File: config.mk
export PLATFORM = sky130hd
export DESIGN_NAME = rpa_top
export DESIGN_NICKNAME = d
export VERILOG_FILES = /design/src/hw/rpa_pkg.sv /design/src/hw/rpa_plane_if.sv /design/src/hw/rpa_plane_regs.sv /design/src/hw/rpa_line_addr.sv /design/src/hw/rpa_top.sv
export SDC_FILE = /design/constraint.sdc
export NUM_CORES = 1
export LEC_CHECK = 0
export BUFFER_PORTS_ARGS = -buffer_cell sky130_fd_sc_hd__buf_2
export CAP_MARGIN = 20
export CORE_ASPECT_RATIO = 0.5
export CORE_MARGIN = 5
export CORE_UTILIZATION = 55
export CTS_CLUSTER_SIZE = 20
export DETAILED_ROUTE_END_ITERATION = 10
export GPL_ROUTABILITY_DRIVEN = 0
export HOLD_SLACK_MARGIN = 0.05
export PLACE_DENSITY = 0.76
export SLEW_MARGIN = 20
export SYNTH_ARGS = -nofsm -noshare
export SYNTH_HDL_FRONTEND = slang
export SYNTH_SLANG_ARGS = --single-unit
File: constraint.sdc
create_clock -name clk_sys -period 5.6 [get_ports clk_sys]
set_input_delay 0.28 -clock clk_sys [delete_from_list [all_inputs] [get_ports clk_sys]]
set_output_delay 0.28 -clock clk_sys [all_outputs]
set_load 0.01 [all_outputs]
File: src/hw/rpa_pkg.sv
package rpa_pkg;

  // ----------------------------------------------------------------
  // Widths
  // ----------------------------------------------------------------
  localparam int DATA_W = 32;
  localparam int ADDR_W = 8;
  localparam int STRB_W = 4;
  localparam int LINE_W = 12;
  localparam int TILE_W = 9;
  localparam int NPLANE = 3;
  localparam int PROD_W = DATA_W + LINE_W;

  // ----------------------------------------------------------------
  // Register map (byte addresses)
  // ----------------------------------------------------------------
  localparam logic [ADDR_W-1:0] OFS_LB_BASE = 8'h00;
  localparam logic [ADDR_W-1:0] OFS_LB_TILE = 8'h04;
  localparam logic [ADDR_W-1:0] OFS_LB_STRIDE = 8'h08;
  localparam logic [ADDR_W-1:0] OFS_CT_BASE = 8'h0C;
  localparam logic [ADDR_W-1:0] OFS_CT_TILE = 8'h10;
  localparam logic [ADDR_W-1:0] OFS_CT_STRIDE = 8'h14;
  localparam logic [ADDR_W-1:0] OFS_CB_BASE = 8'h18;
  localparam logic [ADDR_W-1:0] OFS_CB_TILE = 8'h1C;
  localparam logic [ADDR_W-1:0] OFS_CB_STRIDE = 8'h20;
  localparam logic [ADDR_W-1:0] OFS_CTRL = 8'h24;
  localparam logic [ADDR_W-1:0] OFS_STATUS = 8'h28;
  localparam logic [ADDR_W-1:0] OFS_LAST_ADDR = 8'h2C;

  // ----------------------------------------------------------------
  // Reset values and fields
  // ----------------------------------------------------------------
  localparam logic [DATA_W-1:0] RST_BASE = 32'h0000_0000;
  localparam logic [DATA_W-1:0] RST_STRIDE = 32'h0000_0000;
  localparam logic [TILE_W-1:0] RST_TILE = 9'h010;
  localparam logic RST_RASTER = 1'b1;
  localparam int CTRL_RASTER_BIT = 0;
  localparam int STAT_REFUSED_LSB = 0;

  localparam logic [TILE_W-1:0] TILE_16 = 9'h010;
  localparam logic [TILE_W-1:0] TILE_32 = 9'h020;
  localparam logic [TILE_W-1:0] TILE_64 = 9'h040;
  localparam logic [TILE_W-1:0] TILE_128 = 9'h080;
  localparam logic [TILE_W-1:0] TILE_256 = 9'h100;

  localparam logic [1:0] RESP_OKAY = 2'b00;
  localparam logic [1:0] RESP_SLVERR = 2'b10;

  // ----------------------------------------------------------------
  // Types
  // ----------------------------------------------------------------
  typedef enum logic [1:0] {
    PLANE_LUMA_BTM = 2'b00,
    PLANE_CHROMA_TOP = 2'b01,
    PLANE_CHROMA_BTM = 2'b10,
    PLANE_NONE = 2'b11
  } rpa_plane_t;

  typedef enum logic [2:0] {
    KIND_NONE = 3'b000,
    KIND_BASE = 3'b001,
    KIND_TILE = 3'b010,
    KIND_STRIDE = 3'b011,
    KIND_CTRL = 3'b100,
    KIND_STATUS = 3'b101,
    KIND_LAST = 3'b110
  } rpa_kind_t;

  typedef struct packed {
    rpa_kind_t kind;
    rpa_plane_t plane;
  } rpa_slot_t;

  // ----------------------------------------------------------------
  // Functions
  // ----------------------------------------------------------------
  function automatic logic [DATA_W-1:0] merge_bytes(
    input logic [DATA_W-1:0] old_v,
    input logic [DATA_W-1:0] new_v,
    input logic [STRB_W-1:0] strb
  );
    logic [DATA_W-1:0] res;
    res = old_v;
    for (int i = 0; i < STRB_W; i++) begin
      if (strb[i]) begin
        res[i*8 +: 8] = new_v[i*8 +: 8];
      end
    end
    return res;
  endfunction

  function automatic logic tile_code_ok(input logic [TILE_W-1:0] code);
    return (code == TILE_16) || (code == TILE_32) || (code == TILE_64) ||
      (code == TILE_128) || (code == TILE_256);
  endfunction

  // Low two address bits are ignored: every register is one word
  function automatic rpa_slot_t slot_decode(input logic [ADDR_W-1:0] addr);
    rpa_slot_t s;
    logic [ADDR_W-1:0] a;
    a = {addr[ADDR_W-1:2], 2'b00};
    s.kind = KIND_NONE;
    s.plane = PLANE_NONE;
    if (a == OFS_LB_BASE) begin
      s = '{KIND_BASE, PLANE_LUMA_BTM};
    end else if (a == OFS_LB_TILE) begin
      s = '{KIND_TILE, PLANE_LUMA_BTM};
    end else if (a == OFS_LB_STRIDE) begin
      s = '{KIND_STRIDE, PLANE_LUMA_BTM};
    end else if (a == OFS_CT_BASE) begin
      s = '{KIND_BASE, PLANE_CHROMA_TOP};
    end else if (a == OFS_CT_TILE) begin
      s = '{KIND_TILE, PLANE_CHROMA_TOP};
    end else if (a == OFS_CT_STRIDE) begin
      s = '{KIND_STRIDE, PLANE_CHROMA_TOP};
    end else if (a == OFS_CB_BASE) begin
      s = '{KIND_BASE, PLANE_CHROMA_BTM};
    end else if (a == OFS_CB_TILE) begin
      s = '{KIND_TILE, PLANE_CHROMA_BTM};
    end else if (a == OFS_CB_STRIDE) begin
      s = '{KIND_STRIDE, PLANE_CHROMA_BTM};
    end else if (a == OFS_CTRL) begin
      s.kind = KIND_CTRL;
    end else if (a == OFS_STATUS) begin
      s.kind = KIND_STATUS;
    end else if (a == OFS_LAST_ADDR) begin
      s.kind = KIND_LAST;
    end
    return s;
  endfunction

endpackage

File: src/hw/rpa_plane_if.sv
`timescale 1ns/1ps
interface rpa_plane_if;
  logic wr_base;
  logic wr_stride;
  logic wr_tile;
  logic [rpa_pkg::DATA_W-1:0] wdata;
  logic [rpa_pkg::STRB_W-1:0] wstrb;
  logic [rpa_pkg::DATA_W-1:0] base;
  logic [rpa_pkg::DATA_W-1:0] stride;
  logic [rpa_pkg::TILE_W-1:0] tile;
  logic tile_refused;

  modport regs (
    input wr_base, wr_stride, wr_tile, wdata, wstrb,
    output base, stride, tile, tile_refused
  );
  modport ctl (
    output wr_base, wr_stride, wr_tile, wdata, wstrb,
    input base, stride, tile, tile_refused
  );
endinterface

File: src/hw/rpa_plane_regs.sv
`timescale 1ns/1ps
module rpa_plane_regs (
  input wire logic clk_sys,
  input wire logic rst_n,
  rpa_plane_if.regs pif
);
  logic [rpa_pkg::DATA_W-1:0] base_ff, nxt_base;
  logic [rpa_pkg::DATA_W-1:0] stride_ff, nxt_stride;
  logic [rpa_pkg::TILE_W-1:0] tile_ff, nxt_tile;
  logic [rpa_pkg::DATA_W-1:0] tile_cand;
  logic refused;

  always_comb begin
    nxt_base = base_ff;
    nxt_stride = stride_ff;
    nxt_tile = tile_ff;
    refused = 1'b0;
    tile_cand = rpa_pkg::merge_bytes({{(rpa_pkg::DATA_W-rpa_pkg::TILE_W){1'b0}}, tile_ff},
      pif.wdata, pif.wstrb);
    if (pif.wr_base) begin
      nxt_base = rpa_pkg::merge_bytes(base_ff, pif.wdata, pif.wstrb); // RULE8
    end
    if (pif.wr_stride) begin
      nxt_stride = rpa_pkg::merge_bytes(stride_ff, pif.wdata, pif.wstrb); // RULE8
    end
    if (pif.wr_tile) begin
      // Reserved codes never reach the engine; the old width stays
      if (rpa_pkg::tile_code_ok(tile_cand[rpa_pkg::TILE_W-1:0])) begin
        nxt_tile = tile_cand[rpa_pkg::TILE_W-1:0]; // RULE4 RULE9
      end else begin
        refused = 1'b1; // RULE4
      end
    end
  end

  always_ff @(posedge clk_sys or negedge rst_n) begin
    if (!rst_n) begin
      base_ff <= rpa_pkg::RST_BASE; // RULE8
      stride_ff <= rpa_pkg::RST_STRIDE; // RULE8
      tile_ff <= rpa_pkg::RST_TILE;
    end else begin
      base_ff <= nxt_base;
      stride_ff <= nxt_stride;
      tile_ff <= nxt_tile;
    end
  end

  assign pif.base = base_ff;
  assign pif.stride = stride_ff;
  assign pif.tile = tile_ff;
  assign pif.tile_refused = refused;
endmodule

File: src/hw/rpa_line_addr.sv
`timescale 1ns/1ps
module rpa_line_addr (
  input wire logic clk_sys,
  input wire logic rst_n,
  input wire logic req_valid,
  input wire logic raster,
  input wire logic [rpa_pkg::DATA_W-1:0] base,
  input wire logic [rpa_pkg::DATA_W-1:0] stride,
  input wire logic [rpa_pkg::LINE_W-1:0] line,
  output logic addr_valid,
  output logic [rpa_pkg::DATA_W-1:0] addr
);
  logic valid_ff, nxt_valid;
  logic [rpa_pkg::DATA_W-1:0] addr_ff, nxt_addr;
  logic [rpa_pkg::PROD_W-1:0] prod;

  always_comb begin
    // Stride and result are byte counts; wrap at 32 bits like the bus
    prod = stride * line; // RULE2
    nxt_valid = req_valid;
    nxt_addr = addr_ff;
    if (req_valid) begin
      if (raster) begin
        nxt_addr = base + prod[rpa_pkg::DATA_W-1:0]; // RULE1
      end else begin
        nxt_addr = base; // RULE3
      end
    end
  end

  always_ff @(posedge clk_sys or negedge rst_n) begin
    if (!rst_n) begin
      valid_ff <= 1'b0;
      addr_ff <= rpa_pkg::RST_BASE;
    end else begin
      valid_ff <= nxt_valid;
      addr_ff <= nxt_addr;
    end
  end

  assign addr_valid = valid_ff;
  assign addr = addr_ff;
endmodule

File: src/hw/rpa_top.sv
// Chosen here: register access over AXI4-Lite and the register addresses.
`timescale 1ns/1ps
// Functional notes
// RULE1: raster line address is base plus stride times line
// RULE2: stride and addresses count bytes
// RULE3: sub-picture mode ignores stride entirely
// RULE4: tile width accepts only 16..256 pixel codes
// RULE5: software sets tile width equal to processing unit
// RULE6: software keeps chroma base addresses even
// RULE7: software keeps chroma strides even
// RULE8: bases and strides are 32-bit, reset zero, per plane
// RULE9: reserved tile bits read zero, writes ignored
module rpa_top (
  input wire logic clk_sys,
  input wire logic rst_n,
  input wire logic [rpa_pkg::ADDR_W-1:0] s_axi_awaddr,
  input wire logic s_axi_awvalid,
  output logic s_axi_awready,
  input wire logic [rpa_pkg::DATA_W-1:0] s_axi_wdata,
  input wire logic [rpa_pkg::STRB_W-1:0] s_axi_wstrb,
  input wire logic s_axi_wvalid,
  output logic s_axi_wready,
  output logic [1:0] s_axi_bresp,
  output logic s_axi_bvalid,
  input wire logic s_axi_bready,
  input wire logic [rpa_pkg::ADDR_W-1:0] s_axi_araddr,
  input wire logic s_axi_arvalid,
  output logic s_axi_arready,
  output logic [rpa_pkg::DATA_W-1:0] s_axi_rdata,
  output logic [1:0] s_axi_rresp,
  output logic s_axi_rvalid,
  input wire logic s_axi_rready,
  input wire logic line_req_valid,
  input wire logic [1:0] line_req_plane,
  input wire logic [rpa_pkg::LINE_W-1:0] line_req_index,
  output logic line_addr_valid,
  output logic [rpa_pkg::DATA_W-1:0] line_addr,
  output logic raster_mode,
  output logic [rpa_pkg::TILE_W-1:0] luma_bottom_result_tile_width,
  output logic [rpa_pkg::TILE_W-1:0] chroma_top_result_tile_width,
  output logic [rpa_pkg::TILE_W-1:0] chroma_bottom_result_tile_width
);

  // ----------------------------------------------------------------
  // Declarations
  // ----------------------------------------------------------------
  logic aw_got_ff, nxt_aw_got;
  logic [rpa_pkg::ADDR_W-1:0] aw_addr_ff, nxt_aw_addr;
  logic w_got_ff, nxt_w_got;
  logic [rpa_pkg::DATA_W-1:0] w_data_ff, nxt_w_data;
  logic [rpa_pkg::STRB_W-1:0] w_strb_ff, nxt_w_strb;
  logic bvalid_ff, nxt_bvalid;
  logic [1:0] bresp_ff, nxt_bresp;
  logic rvalid_ff, nxt_rvalid;
  logic [rpa_pkg::DATA_W-1:0] rdata_ff, nxt_rdata;
  logic [1:0] rresp_ff, nxt_rresp;
  logic raster_ff, nxt_raster;
  logic [rpa_pkg::NPLANE-1:0] refused_ff, nxt_refused;
  logic [rpa_pkg::DATA_W-1:0] last_addr_ff, nxt_last_addr;

  logic wr_fire;
  logic rd_fire;
  rpa_pkg::rpa_slot_t wslot;
  rpa_pkg::rpa_slot_t rslot;
  logic [rpa_pkg::DATA_W-1:0] rd_value;
  logic rd_hit;
  logic [rpa_pkg::DATA_W-1:0] ctrl_merged;
  logic [rpa_pkg::DATA_W-1:0] stat_clear;

  logic [rpa_pkg::DATA_W-1:0] base_v [rpa_pkg::NPLANE];
  logic [rpa_pkg::DATA_W-1:0] stride_v [rpa_pkg::NPLANE];
  logic [rpa_pkg::TILE_W-1:0] tile_v [rpa_pkg::NPLANE];
  logic [rpa_pkg::NPLANE-1:0] refused_set;

  logic sel_valid;
  logic [rpa_pkg::DATA_W-1:0] sel_base;
  logic [rpa_pkg::DATA_W-1:0] sel_stride;
  logic calc_valid;
  logic [rpa_pkg::DATA_W-1:0] calc_addr;

  rpa_plane_if pif [rpa_pkg::NPLANE] ();

  // ----------------------------------------------------------------
  // AXI4-Lite write channel
  // ----------------------------------------------------------------
  // Address and data are parked separately so either may come first
  assign s_axi_awready = !aw_got_ff && !bvalid_ff;
  assign s_axi_wready = !w_got_ff && !bvalid_ff;
  assign wr_fire = aw_got_ff && w_got_ff && !bvalid_ff;
  assign wslot = rpa_pkg::slot_decode(aw_addr_ff);

  always_comb begin
    nxt_aw_got = aw_got_ff;
    nxt_aw_addr = aw_addr_ff;
    nxt_w_got = w_got_ff;
    nxt_w_data = w_data_ff;
    nxt_w_strb = w_strb_ff;
    nxt_bvalid = bvalid_ff;
    nxt_bresp = bresp_ff;
    if (s_axi_awvalid && s_axi_awready) begin
      nxt_aw_got = 1'b1;
      nxt_aw_addr = s_axi_awaddr;
    end
    if (s_axi_wvalid && s_axi_wready) begin
      nxt_w_got = 1'b1;
      nxt_w_data = s_axi_wdata;
      nxt_w_strb = s_axi_wstrb;
    end
    if (wr_fire) begin
      nxt_aw_got = 1'b0;
      nxt_w_got = 1'b0;
      nxt_bvalid = 1'b1;
      if (wslot.kind == rpa_pkg::KIND_NONE) begin
        nxt_bresp = rpa_pkg::RESP_SLVERR;
      end else begin
        nxt_bresp = rpa_pkg::RESP_OKAY;
      end
    end
    if (bvalid_ff && s_axi_bready) begin
      nxt_bvalid = 1'b0;
    end
  end

  always_ff @(posedge clk_sys or negedge rst_n) begin
    if (!rst_n) begin
      aw_got_ff <= 1'b0;
      aw_addr_ff <= '0;
      w_got_ff <= 1'b0;
      w_data_ff <= '0;
      w_strb_ff <= '0;
      bvalid_ff <= 1'b0;
      bresp_ff <= rpa_pkg::RESP_OKAY;
    end else begin
      aw_got_ff <= nxt_aw_got;
      aw_addr_ff <= nxt_aw_addr;
      w_got_ff <= nxt_w_got;
      w_data_ff <= nxt_w_data;
      w_strb_ff <= nxt_w_strb;
      bvalid_ff <= nxt_bvalid;
      bresp_ff <= nxt_bresp;
    end
  end

  assign s_axi_bvalid = bvalid_ff;
  assign s_axi_bresp = bresp_ff;

  // ----------------------------------------------------------------
  // Per-plane register sets
  // ----------------------------------------------------------------
  for (genvar g = 0; g < rpa_pkg::NPLANE; g++) begin : g_plane
    assign pif[g].wr_base = wr_fire && (wslot.kind == rpa_pkg::KIND_BASE) &&
      (wslot.plane == rpa_pkg::rpa_plane_t'(g));
    assign pif[g].wr_stride = wr_fire && (wslot.kind == rpa_pkg::KIND_STRIDE) &&
      (wslot.plane == rpa_pkg::rpa_plane_t'(g));
    assign pif[g].wr_tile = wr_fire && (wslot.kind == rpa_pkg::KIND_TILE) &&
      (wslot.plane == rpa_pkg::rpa_plane_t'(g));
    assign pif[g].wdata = w_data_ff;
    assign pif[g].wstrb = w_strb_ff;
    assign base_v[g] = pif[g].base;
    assign stride_v[g] = pif[g].stride;
    assign tile_v[g] = pif[g].tile;
    assign refused_set[g] = pif[g].tile_refused;

    rpa_plane_regs u_regs (
      .clk_sys(clk_sys),
      .rst_n(rst_n),
      .pif(pif[g])
    );
  end

  // ----------------------------------------------------------------
  // Control, status and last address
  // ----------------------------------------------------------------
  assign ctrl_merged = rpa_pkg::merge_bytes(
    {{(rpa_pkg::DATA_W-1){1'b0}}, raster_ff}, w_data_ff, w_strb_ff);
  assign stat_clear = rpa_pkg::merge_bytes('0, w_data_ff, w_strb_ff);

  always_comb begin
    nxt_raster = raster_ff;
    nxt_refused = refused_ff;
    nxt_last_addr = last_addr_ff;
    if (wr_fire && (wslot.kind == rpa_pkg::KIND_CTRL)) begin
      nxt_raster = ctrl_merged[rpa_pkg::CTRL_RASTER_BIT];
    end
    if (wr_fire && (wslot.kind == rpa_pkg::KIND_STATUS)) begin
      nxt_refused = refused_ff &
        ~stat_clear[rpa_pkg::STAT_REFUSED_LSB +: rpa_pkg::NPLANE];
    end
    // A refusal landing with its own clear still shows
    nxt_refused = nxt_refused | refused_set; // RULE4
    if (calc_valid) begin
      nxt_last_addr = calc_addr;
    end
  end

  always_ff @(posedge clk_sys or negedge rst_n) begin
    if (!rst_n) begin
      raster_ff <= rpa_pkg::RST_RASTER;
      refused_ff <= '0;
      last_addr_ff <= rpa_pkg::RST_BASE;
    end else begin
      raster_ff <= nxt_raster;
      refused_ff <= nxt_refused;
      last_addr_ff <= nxt_last_addr;
    end
  end

  // ----------------------------------------------------------------
  // AXI4-Lite read channel
  // ----------------------------------------------------------------
  assign s_axi_arready = !rvalid_ff;
  assign rd_fire = s_axi_arvalid && s_axi_arready;
  assign rslot = rpa_pkg::slot_decode(s_axi_araddr);

  always_comb begin
    rd_value = '0;
    rd_hit = 1'b1;
    case (rslot.kind)
      rpa_pkg::KIND_BASE: begin
        if (rslot.plane != rpa_pkg::PLANE_NONE) begin
          rd_value = base_v[rslot.plane];
        end
      end
      rpa_pkg::KIND_STRIDE: begin
        if (rslot.plane != rpa_pkg::PLANE_NONE) begin
          rd_value = stride_v[rslot.plane];
        end
      end
      rpa_pkg::KIND_TILE: begin
        // Upper bits stay zero
        if (rslot.plane != rpa_pkg::PLANE_NONE) begin
          rd_value[rpa_pkg::TILE_W-1:0] = tile_v[rslot.plane]; // RULE9
        end
      end
      rpa_pkg::KIND_CTRL: begin
        rd_value[rpa_pkg::CTRL_RASTER_BIT] = raster_ff;
      end
      rpa_pkg::KIND_STATUS: begin
        rd_value[rpa_pkg::STAT_REFUSED_LSB +: rpa_pkg::NPLANE] = refused_ff;
      end
      rpa_pkg::KIND_LAST: begin
        rd_value = last_addr_ff;
      end
      default: begin
        rd_hit = 1'b0;
      end
    endcase
  end

  always_comb begin
    nxt_rvalid = rvalid_ff;
    nxt_rdata = rdata_ff;
    nxt_rresp = rresp_ff;
    if (rvalid_ff && s_axi_rready) begin
      nxt_rvalid = 1'b0;
    end
    if (rd_fire) begin
      nxt_rvalid = 1'b1;
      nxt_rdata = rd_value;
      nxt_rresp = rd_hit ? rpa_pkg::RESP_OKAY : rpa_pkg::RESP_SLVERR;
    end
  end

  always_ff @(posedge clk_sys or negedge rst_n) begin
    if (!rst_n) begin
      rvalid_ff <= 1'b0;
      rdata_ff <= '0;
      rresp_ff <= rpa_pkg::RESP_OKAY;
    end else begin
      rvalid_ff <= nxt_rvalid;
      rdata_ff <= nxt_rdata;
      rresp_ff <= nxt_rresp;
    end
  end

  assign s_axi_rvalid = rvalid_ff;
  assign s_axi_rdata = rdata_ff;
  assign s_axi_rresp = rresp_ff;

  // ----------------------------------------------------------------
  // Line address engine port
  // ----------------------------------------------------------------
  // Plane code 3 selects nothing and produces no answer
  always_comb begin
    sel_valid = 1'b0;
    sel_base = rpa_pkg::RST_BASE;
    sel_stride = rpa_pkg::RST_STRIDE;
    if (line_req_plane != rpa_pkg::PLANE_NONE) begin
      sel_valid = line_req_valid;
      sel_base = base_v[line_req_plane]; // RULE1
      sel_stride = stride_v[line_req_plane]; // RULE1
    end
  end

  rpa_line_addr u_line_addr (
    .clk_sys(clk_sys),
    .rst_n(rst_n),
    .req_valid(sel_valid),
    .raster(raster_ff),
    .base(sel_base),
    .stride(sel_stride),
    .line(line_req_index),
    .addr_valid(calc_valid),
    .addr(calc_addr)
  );

  assign line_addr_valid = calc_valid;
  assign line_addr = calc_addr;
  assign raster_mode = raster_ff;
  assign luma_bottom_result_tile_width = tile_v[rpa_pkg::PLANE_LUMA_BTM];
  assign chroma_top_result_tile_width = tile_v[rpa_pkg::PLANE_CHROMA_TOP];
  assign chroma_bottom_result_tile_width = tile_v[rpa_pkg::PLANE_CHROMA_BTM];

endmodule

# Word level (Yosys, flattened, before mapping)
# Cells that the tools add are included.
# word_totals
inputBits	74
register_bits	372
wordCells	256
out_inout_bits	102
# classes
mux	77
add_sub_neg	1
order_cmp	2
reduce_logical	76
bitwise	5
n_eq_ne	52
mul	1
# ops
cell	count
32-bit 2-to-1 mux	13
32-bit binary-select mux with 2-bit select	4
5-bit 2-to-1 mux	16
23-bit one-hot mux with 3 select lines	1
2-bit AND reduction	28
6-bit by 3-bit == test with 1-bit output, second input constant	8
6-bit by 4-bit == test with 1-bit output, second input constant	8
32-bit adder	1
32-bit by 12-bit multiplier with 32-bit output	1
3-bit 2-to-1 mux	10
9-bit by 5-bit == test with 1-bit output, second input constant	3
9-bit by 6-bit == test with 1-bit output, second input constant	3
9-bit by 7-bit == test with 1-bit output, second input constant	3
9-bit by 8-bit == test with 1-bit output, second input constant	3
9-bit == test, second input constant	3
9-bit 2-to-1 mux	3
6-bit by 2-bit == test with 1-bit output, second input constant	4
8-bit 2-to-1 mux	3
6-bit one-hot mux with 4 select lines	1
1-bit logical AND	23
1-bit 2-to-1 mux	21
9-bit binary-select mux with 2-bit select	1
3-bit == test, second input constant	5
3-bit by 2-bit == test with 1-bit output, second input constant	4
20 further kinds	44

# Longest topological paths before layout
# depth
word_depth	19
ltp_mapped	29
mapped_depth_nobuf	24

# By module
# From an unflattened synthesis, not the netlist that was laid out.
# hier_totals
hier_cells	2701
hier_area_um2	27995.6
# by_module_without_submodules
module	area_per_inst_um2	n_inst	cells_per_inst	seq_area_each_um2
rpa_line_addr	11717.5	1	1340	825.8
rpa_plane_regs	2877.8	3	188	1828.0
rpa_top	7644.8	1	797	2904.0

# Worst setup path after synthesis
# No wires, ideal clock.
# synth_path
path_type	input to register
start	input port line_req_plane[1]
end	register u_line_addr.addr_ff (netlist bit u_line_addr.addr[24])
setup_ns	0.082
arrival_time_ns	6.336
cell_stages	27
setup_slack_ns	-0.818
required_time_ns	5.518
n_path_buf	6
cell_sequence	buf_4 buf_6 buf_4 buf_2 buf_2 mux2i_1 o21ai_1 clkbuf_1 nand2_1 fa_1 inv_1 fa_1 fa_1 fa_1 inv_1 fa_1 inv_1 ha_1 a21oi_1 o21ai_1 a2111oi_0 a22oi_1 a21boi_1 o22ai_1 nor4_1 a21oi_1 a31oi_1
# synth_between
elab_chain_cells	8
word_cells_on_any_way	14
classes_between	add/sub (1); mul (1); eq/ne (1); mux (10); bitwise (1)
# synth_lines
item	line	source
start, declared	rpa_top.sv:34	input wire logic [1:0] line_req_plane,
2-bit NOT with 3-bit output (implied by the code)	rpa_top.sv:290, rpa_top.sv:291	
32-bit binary-select mux with 2-bit select	rpa_top.sv:291	sel_stride = stride_v[line_req_plane];
32-bit 2-to-1 mux (implied by the code) (2 in a row)	rpa_top.sv:291	
32-bit 2-to-1 mux	rpa_top.sv:288	if (line_req_plane != rpa_pkg::PLANE_NONE) begin
32-bit by 12-bit multiplier with 32-bit output	rpa_line_addr.sv:19	prod = stride * line;
32-bit adder	rpa_line_addr.sv:24	nxt_addr = base + prod[rpa_pkg::DATA_W-1:0];
32-bit 2-to-1 mux	rpa_line_addr.sv:23	if (raster) begin
end signal, assigned	rpa_line_addr.sv:34	addr_ff <= rpa_pkg::RST_BASE;
end signal, assigned	rpa_line_addr.sv:37	addr_ff <= nxt_addr;
end, declared	rpa_line_addr.sv:14	logic [rpa_pkg::DATA_W-1:0] addr_ff, nxt_addr;
# Several ways; a longest one is shown, not always the timed one. The select of a mux whose other input is x is not followed.
# A chain may end at the register's enable or synchronous reset.

# Final worst setup path
# layout_path
start	register g_plane[2].u_regs.stride_ff (netlist bit g_plane[2].u_regs.pif.stride[7])
end	register u_line_addr.addr_ff (netlist bit u_line_addr.addr[23])
# layout_between
elab_chain_cells	7
# layout_lines
item	line	source
start, declared	rpa_plane_regs.sv:8	logic [rpa_pkg::DATA_W-1:0] stride_ff, nxt_stride;
start signal, assigned	rpa_plane_regs.sv:39	stride_ff <= rpa_pkg::RST_STRIDE;
start signal, assigned	rpa_plane_regs.sv:43	stride_ff <= nxt_stride;
32-bit binary-select mux with 2-bit select	rpa_top.sv:291	
32-bit 2-to-1 mux (implied by the code) (2 in a row)	rpa_top.sv:291	
32-bit 2-to-1 mux	rpa_top.sv:288	
32-bit by 12-bit multiplier with 32-bit output	rpa_line_addr.sv:19	
32-bit adder	rpa_line_addr.sv:24	
32-bit 2-to-1 mux	rpa_line_addr.sv:23	
# No other way between the ends. The select of a mux whose other input is x is not followed.

==> flow_summary.yaml <==
setup_path:
  critical_path.endpoint_type: "flip-flop"
  r2r_slack_ns: -0.25
  start_kind: "flip-flop"
  timing.critical_path.cells: "mux2i_2, o21ai_4, buf_6, buf_4, and2_1, fa_1, fa_1, fa_1, fa_1, inv_1, fa_1, inv_1, ha_2, buf_4, nand4_1, buf_4, o31ai_4, a21oi_2, nor2_1, mux2_1, o211a_1, a21oi_2"
  most_frequent_cell_on_the_critical_path: "sky130_fd_sc_hd__fa_1"
  worst_path_dominant_cell_family: "adder cells"
  required_time_of_the_critical_path_ns: 6.08
  worstPathBufferInverterCount: 6
  slowest_cell_delay_on_critical_path_ns: 0.55
  crit_path_max_fanout: 5
  critPathSlowestCell: "sky130_fd_sc_hd__fa_1"
  worstSetupPathType: "reg -> reg"
  worst_path_arrival_time_ns: 6.33
drt:
  drtIter0Drc: 2520
  antenna_left: 0
  drt_pre_antenna_iters: 8
  vias: 23100
  routed_wl_um: 88800
  detail_route.drc_violations: 0
  vias_per_cell: 5.91
  wire_length_per_cell_um: 22.7
pwr:
  power.density_cell_area_nw_per_um2: 442
  vdd.ir_drop.worst_mv: 0.363
  power.share.combinational: 0.529
  power_frac_seq: 0.292
  p_leak_nw: 16.8
  power.switching_mw: 6.31
  p_int_mw: 8.74
  totalPowerFinal_mw: 15.1
  sw_frac_of_total: 0.419
  clock_power_share: 0.179
finish:
  multi_input_gate_area_in_the_final_layout_um2: 17500
  fill_cells: 3556
  ff_latch_area_um2: 9210
  net_count_of_the_finished_layout: 3580
  syn_to_final_growth_pct: 22.2
  drive_above_1_share: 0.278
  layout.cells.most_common_list: "403 x sky130_fd_sc_hd__nand2_1, 364 x sky130_fd_sc_hd__dfrtp_1, 306 x sky130_fd_sc_hd__inv_1, 281 x sky130_fd_sc_hd__buf_4, 266 x sky130_fd_sc_hd__fa_1"
  layoutNonFillerInstCount: 3905
  layout.cells.most_common: "sky130_fd_sc_hd__nand2_1"
synthesis:
  synth.area.mux_share: 0.157
  ys_async_sr_fraction: 1.00
  synth_cell_type_count: 67
  synth_xor_xnor_area_share: 0.0158
  ys_ff_latch: 368
  yosys_most_used_dff: "sky130_fd_sc_hd__dfrtp_1"
  synth_area_in_simple_gates: 0.123
  post_synth_instance_area_um2: 27800
  netlist_instances: 2782
  yosysSeqAreaShare: 0.331
  synth-adder-area-share: 0.217
  yosysWarnings: 0
  synth.avg_cell_area_um2: 10.0
  compound_gate_portion_of_the_synthesized_area: 0.0897
  synth_top_family_by_area: "adder cells"
  synth-edff-count: 0
global_routing:
  vias_in_the_first_global_route: 23800
  grt_remaining_overflow: 0
  grt_max_degree: 103
  grt_first_pass_wirelength_um: 136000
  initial_antenna_violation_count: 5
  globalRouteTotalUtil: 0.316
cts:
  worst_setup_hold_path_clk_slew_ns: 0.07
  cts_htree_levels: 2
  clk_root_buffer_cell: "sky130_fd_sc_hd__clkbuf_16"
  tritoncts_num_sinks: 368
  cts_tree: "yes"
  cts.path.max_buffers: 3
  tritoncts.num_buffers: 36
  clk_latency_ns: 0.56
floorplanning:
  placementRows: 58
  design.core.area_um2: 50100
  io_pins: 176
  initial_core_util: 0.555
  fp.dieArea_um2: 55500
  die-height_um: 169
  die_width_um: 328
sta:
  maxSlewViolCount: 0
  max_slew.worst_pin.slew_ns: 1.07
  setup_slack_ns: -0.248
  post-route-period-util: 1.04
  clock-skew-final_ns: 0.0176
  setup_violations: 16
  finalHoldViolations: 0
  fmax_mhz: 171
  relSlewSlack: 0.284
  final_period_demand_of_the_worst_path_ns: 5.85
  setup_repair_after_global_routing_missed_its_margin: "true"
placed_design:
  dp_hpwl_um: 63300
  placed_cells: 3764
  io_buffers: 169
min_path:
  timing.hold.worst.class: "in -> reg"
flow_run:
  cap_violations: 0
outcome:
  outcome: "complete, but fails checks"
  failed_checks: "negative setup slack"
-- per-layer routing --
| metal | track usage | part of all wire |
|---|---|---|
| met2 | 0.492 | 0.45 |
| met3 | 0.0921 | 0.13 |
| met1 | 0.435 | 0.39 |
| met4 | 0.0964 | 0.034 |
| met5 | 0 | 0.000079 |
-- flip-flops by register name, summed over array words and instances (netlist names), 6 cells and up --
signal	cells
g_plane.u_regs.pif.base	96
g_plane.u_regs.pif.stride	96
last_addr_ff	32
pif.wdata	32
s_axi_rdata	32
u_line_addr.addr	32
g_plane.u_regs.pif.tile	27
aw_addr_ff	6
-- cells in the mapped netlist (3+ instances only) --
cell / instances / share of area
sky130_fd_sc_hd__o22ai_1: 26 / 0.0058
sky130_fd_sc_hd__a21o_1: 9 / 0.0024
sky130_fd_sc_hd__a22oi_1: 35 / 0.0094
sky130_fd_sc_hd__fa_1: 268 / 0.19
sky130_fd_sc_hd__a21oi_1: 81 / 0.015
sky130_fd_sc_hd__mux2_2: 201 / 0.081
sky130_fd_sc_hd__a211oi_1: 9 / 0.0024
sky130_fd_sc_hd__dfstp_2: 4 / 0.0038
sky130_fd_sc_hd__nand2b_1: 8 / 0.0018
sky130_fd_sc_hd__mux2_1: 78 / 0.032
sky130_fd_sc_hd__buf_4: 6 / 0.0016
sky130_fd_sc_hd__xnor2_1: 30 / 0.0094
sky130_fd_sc_hd__o21ai_2: 4 / 0.0013
sky130_fd_sc_hd__nand2_1: 413 / 0.056
sky130_fd_sc_hd__nand3b_1: 14 / 0.0038
sky130_fd_sc_hd__o21a_1: 4 / 0.0011
sky130_fd_sc_hd__o21ai_1: 99 / 0.018
sky130_fd_sc_hd__nor2_1: 103 / 0.014
sky130_fd_sc_hd__nand3_1: 27 / 0.0049
sky130_fd_sc_hd__o211ai_1: 4 / 0.0011
sky130_fd_sc_hd__and2_1: 122 / 0.027
sky130_fd_sc_hd__nand2_2: 4 / 0.00090
sky130_fd_sc_hd__o221ai_1: 5 / 0.0016
sky130_fd_sc_hd__or3_1: 5 / 0.0011
sky130_fd_sc_hd__a221oi_1: 31 / 0.0098
sky130_fd_sc_hd__o21bai_1: 3 / 0.00081
sky130_fd_sc_hd__xor2_1: 15 / 0.0047
sky130_fd_sc_hd__nor3_1: 16 / 0.0029
sky130_fd_sc_hd__buf_1: 12 / 0.0016
sky130_fd_sc_hd__a31oi_1: 16 / 0.0036
sky130_fd_sc_hd__dfrtp_1: 364 / 0.33
sky130_fd_sc_hd__nor4_1: 4 / 0.00090
sky130_fd_sc_hd__buf_2: 17 / 0.0031
sky130_fd_sc_hd__o21ai_0: 60 / 0.011
sky130_fd_sc_hd__mux2i_1: 123 / 0.044
sky130_fd_sc_hd__clkbuf_1: 128 / 0.017
sky130_fd_sc_hd__ha_1: 54 / 0.024
sky130_fd_sc_hd__inv_1: 317 / 0.043
sky130_fd_sc_hd__o31ai_1: 5 / 0.0013
sky130_fd_sc_hd__nor2b_1: 17 / 0.0038
sky130_fd_sc_hd__nand4b_1: 3 / 0.00094
sky130_fd_sc_hd__nand4_1: 4 / 0.00090
-- tightest hold or removal path, stage by stage --
cell	delay [ns]
sky130_fd_sc_hd__buf_2	0.17
sky130_fd_sc_hd__nand2_1	0.08
sky130_fd_sc_hd__a31oi_1	0.07
-- metrics by stage --
stage          cell area (µm²)  hold WS (ns)  setup WS, ns  utilization  setup TNS [ns]
2_1_floorplan            28100       -0.0156        -0.291            -           -2.49
3_3_place_gp             31500         0.308        -0.594        0.627           -9.17
3_5_place_dp             31500         0.306        -0.840        0.627          -11.86
4_1_cts                  33600        0.0712        -0.146        0.671          -0.961
5_1_grt                  34000        0.0973        -0.390        0.679           -5.69
6_report                 34000        0.0918        -0.248        0.679           -2.34
-- layout make-up --
cell class / instances / share of cell area
well taps: 690 / 0.0254
flip-flops and latches: 368 / 0.271
clock buffers: 44 / 0.0280
inverters: 318 / 0.0351
diodes: 4 / 0.000294
clock inverters: 21 / 0.00971
multi-input cells: 1933 / 0.515
repair buffers: 527 / 0.116
-- what timing repair did --
action / CTS / global route
pin swaps: 47 / 50
endpoints found under the setup margin: 19 / 22
hold endpoints to repair: 116 / 0
gates resized for setup: 74 / 63
gates cloned: 1 / 0
buffers inserted: 13 / 16
hold buffers: 45 / 0
-- power groups by stage --
| stage | clock network (mW) | logic (mW) | registers, mW |
|---|---|---|---|
| floorplan | 0 | 4.57 | 4.00 |
| global placement | 0 | 6.81 | 4.33 |
| detailed placement | 0 | 7.07 | 4.38 |
| CTS | 2.70 | 7.51 | 4.35 |
| global route | 2.83 | 8.70 | 4.48 |
| finish | 2.69 | 7.97 | 4.40 |
-- logic make-up after synthesis --
kind of cell             after synthesis
other                                  1
AO/OA/AOI/OAI                        409
AND/OR/NAND/NOR                      751
XOR/XNOR                              47
adder cells (fa/ha/maj)              322
flip-flops                           368
buffers and inverters                482
multiplexers                         402
-- worst paths after layout --
kind	to	cells past startpoint	from
max in group asynchronous	g_plane[2].u_regs.pif.stride[31]	3	rst_n
min in group asynchronous	g_plane[0].u_regs.pif.tile[7]	2	rst_n
min reg2reg	refused_ff[0]	2	refused_ff[0]
max reg2reg	u_line_addr.addr[23]	22	g_plane[2].u_regs.pif.stride[7]
min	s_axi_rresp[1]	3	s_axi_araddr[5]
max	u_line_addr.addr[23]	22	g_plane[2].u_regs.pif.stride[7]
No activity file was read; power rests on OpenSTA's default activity.
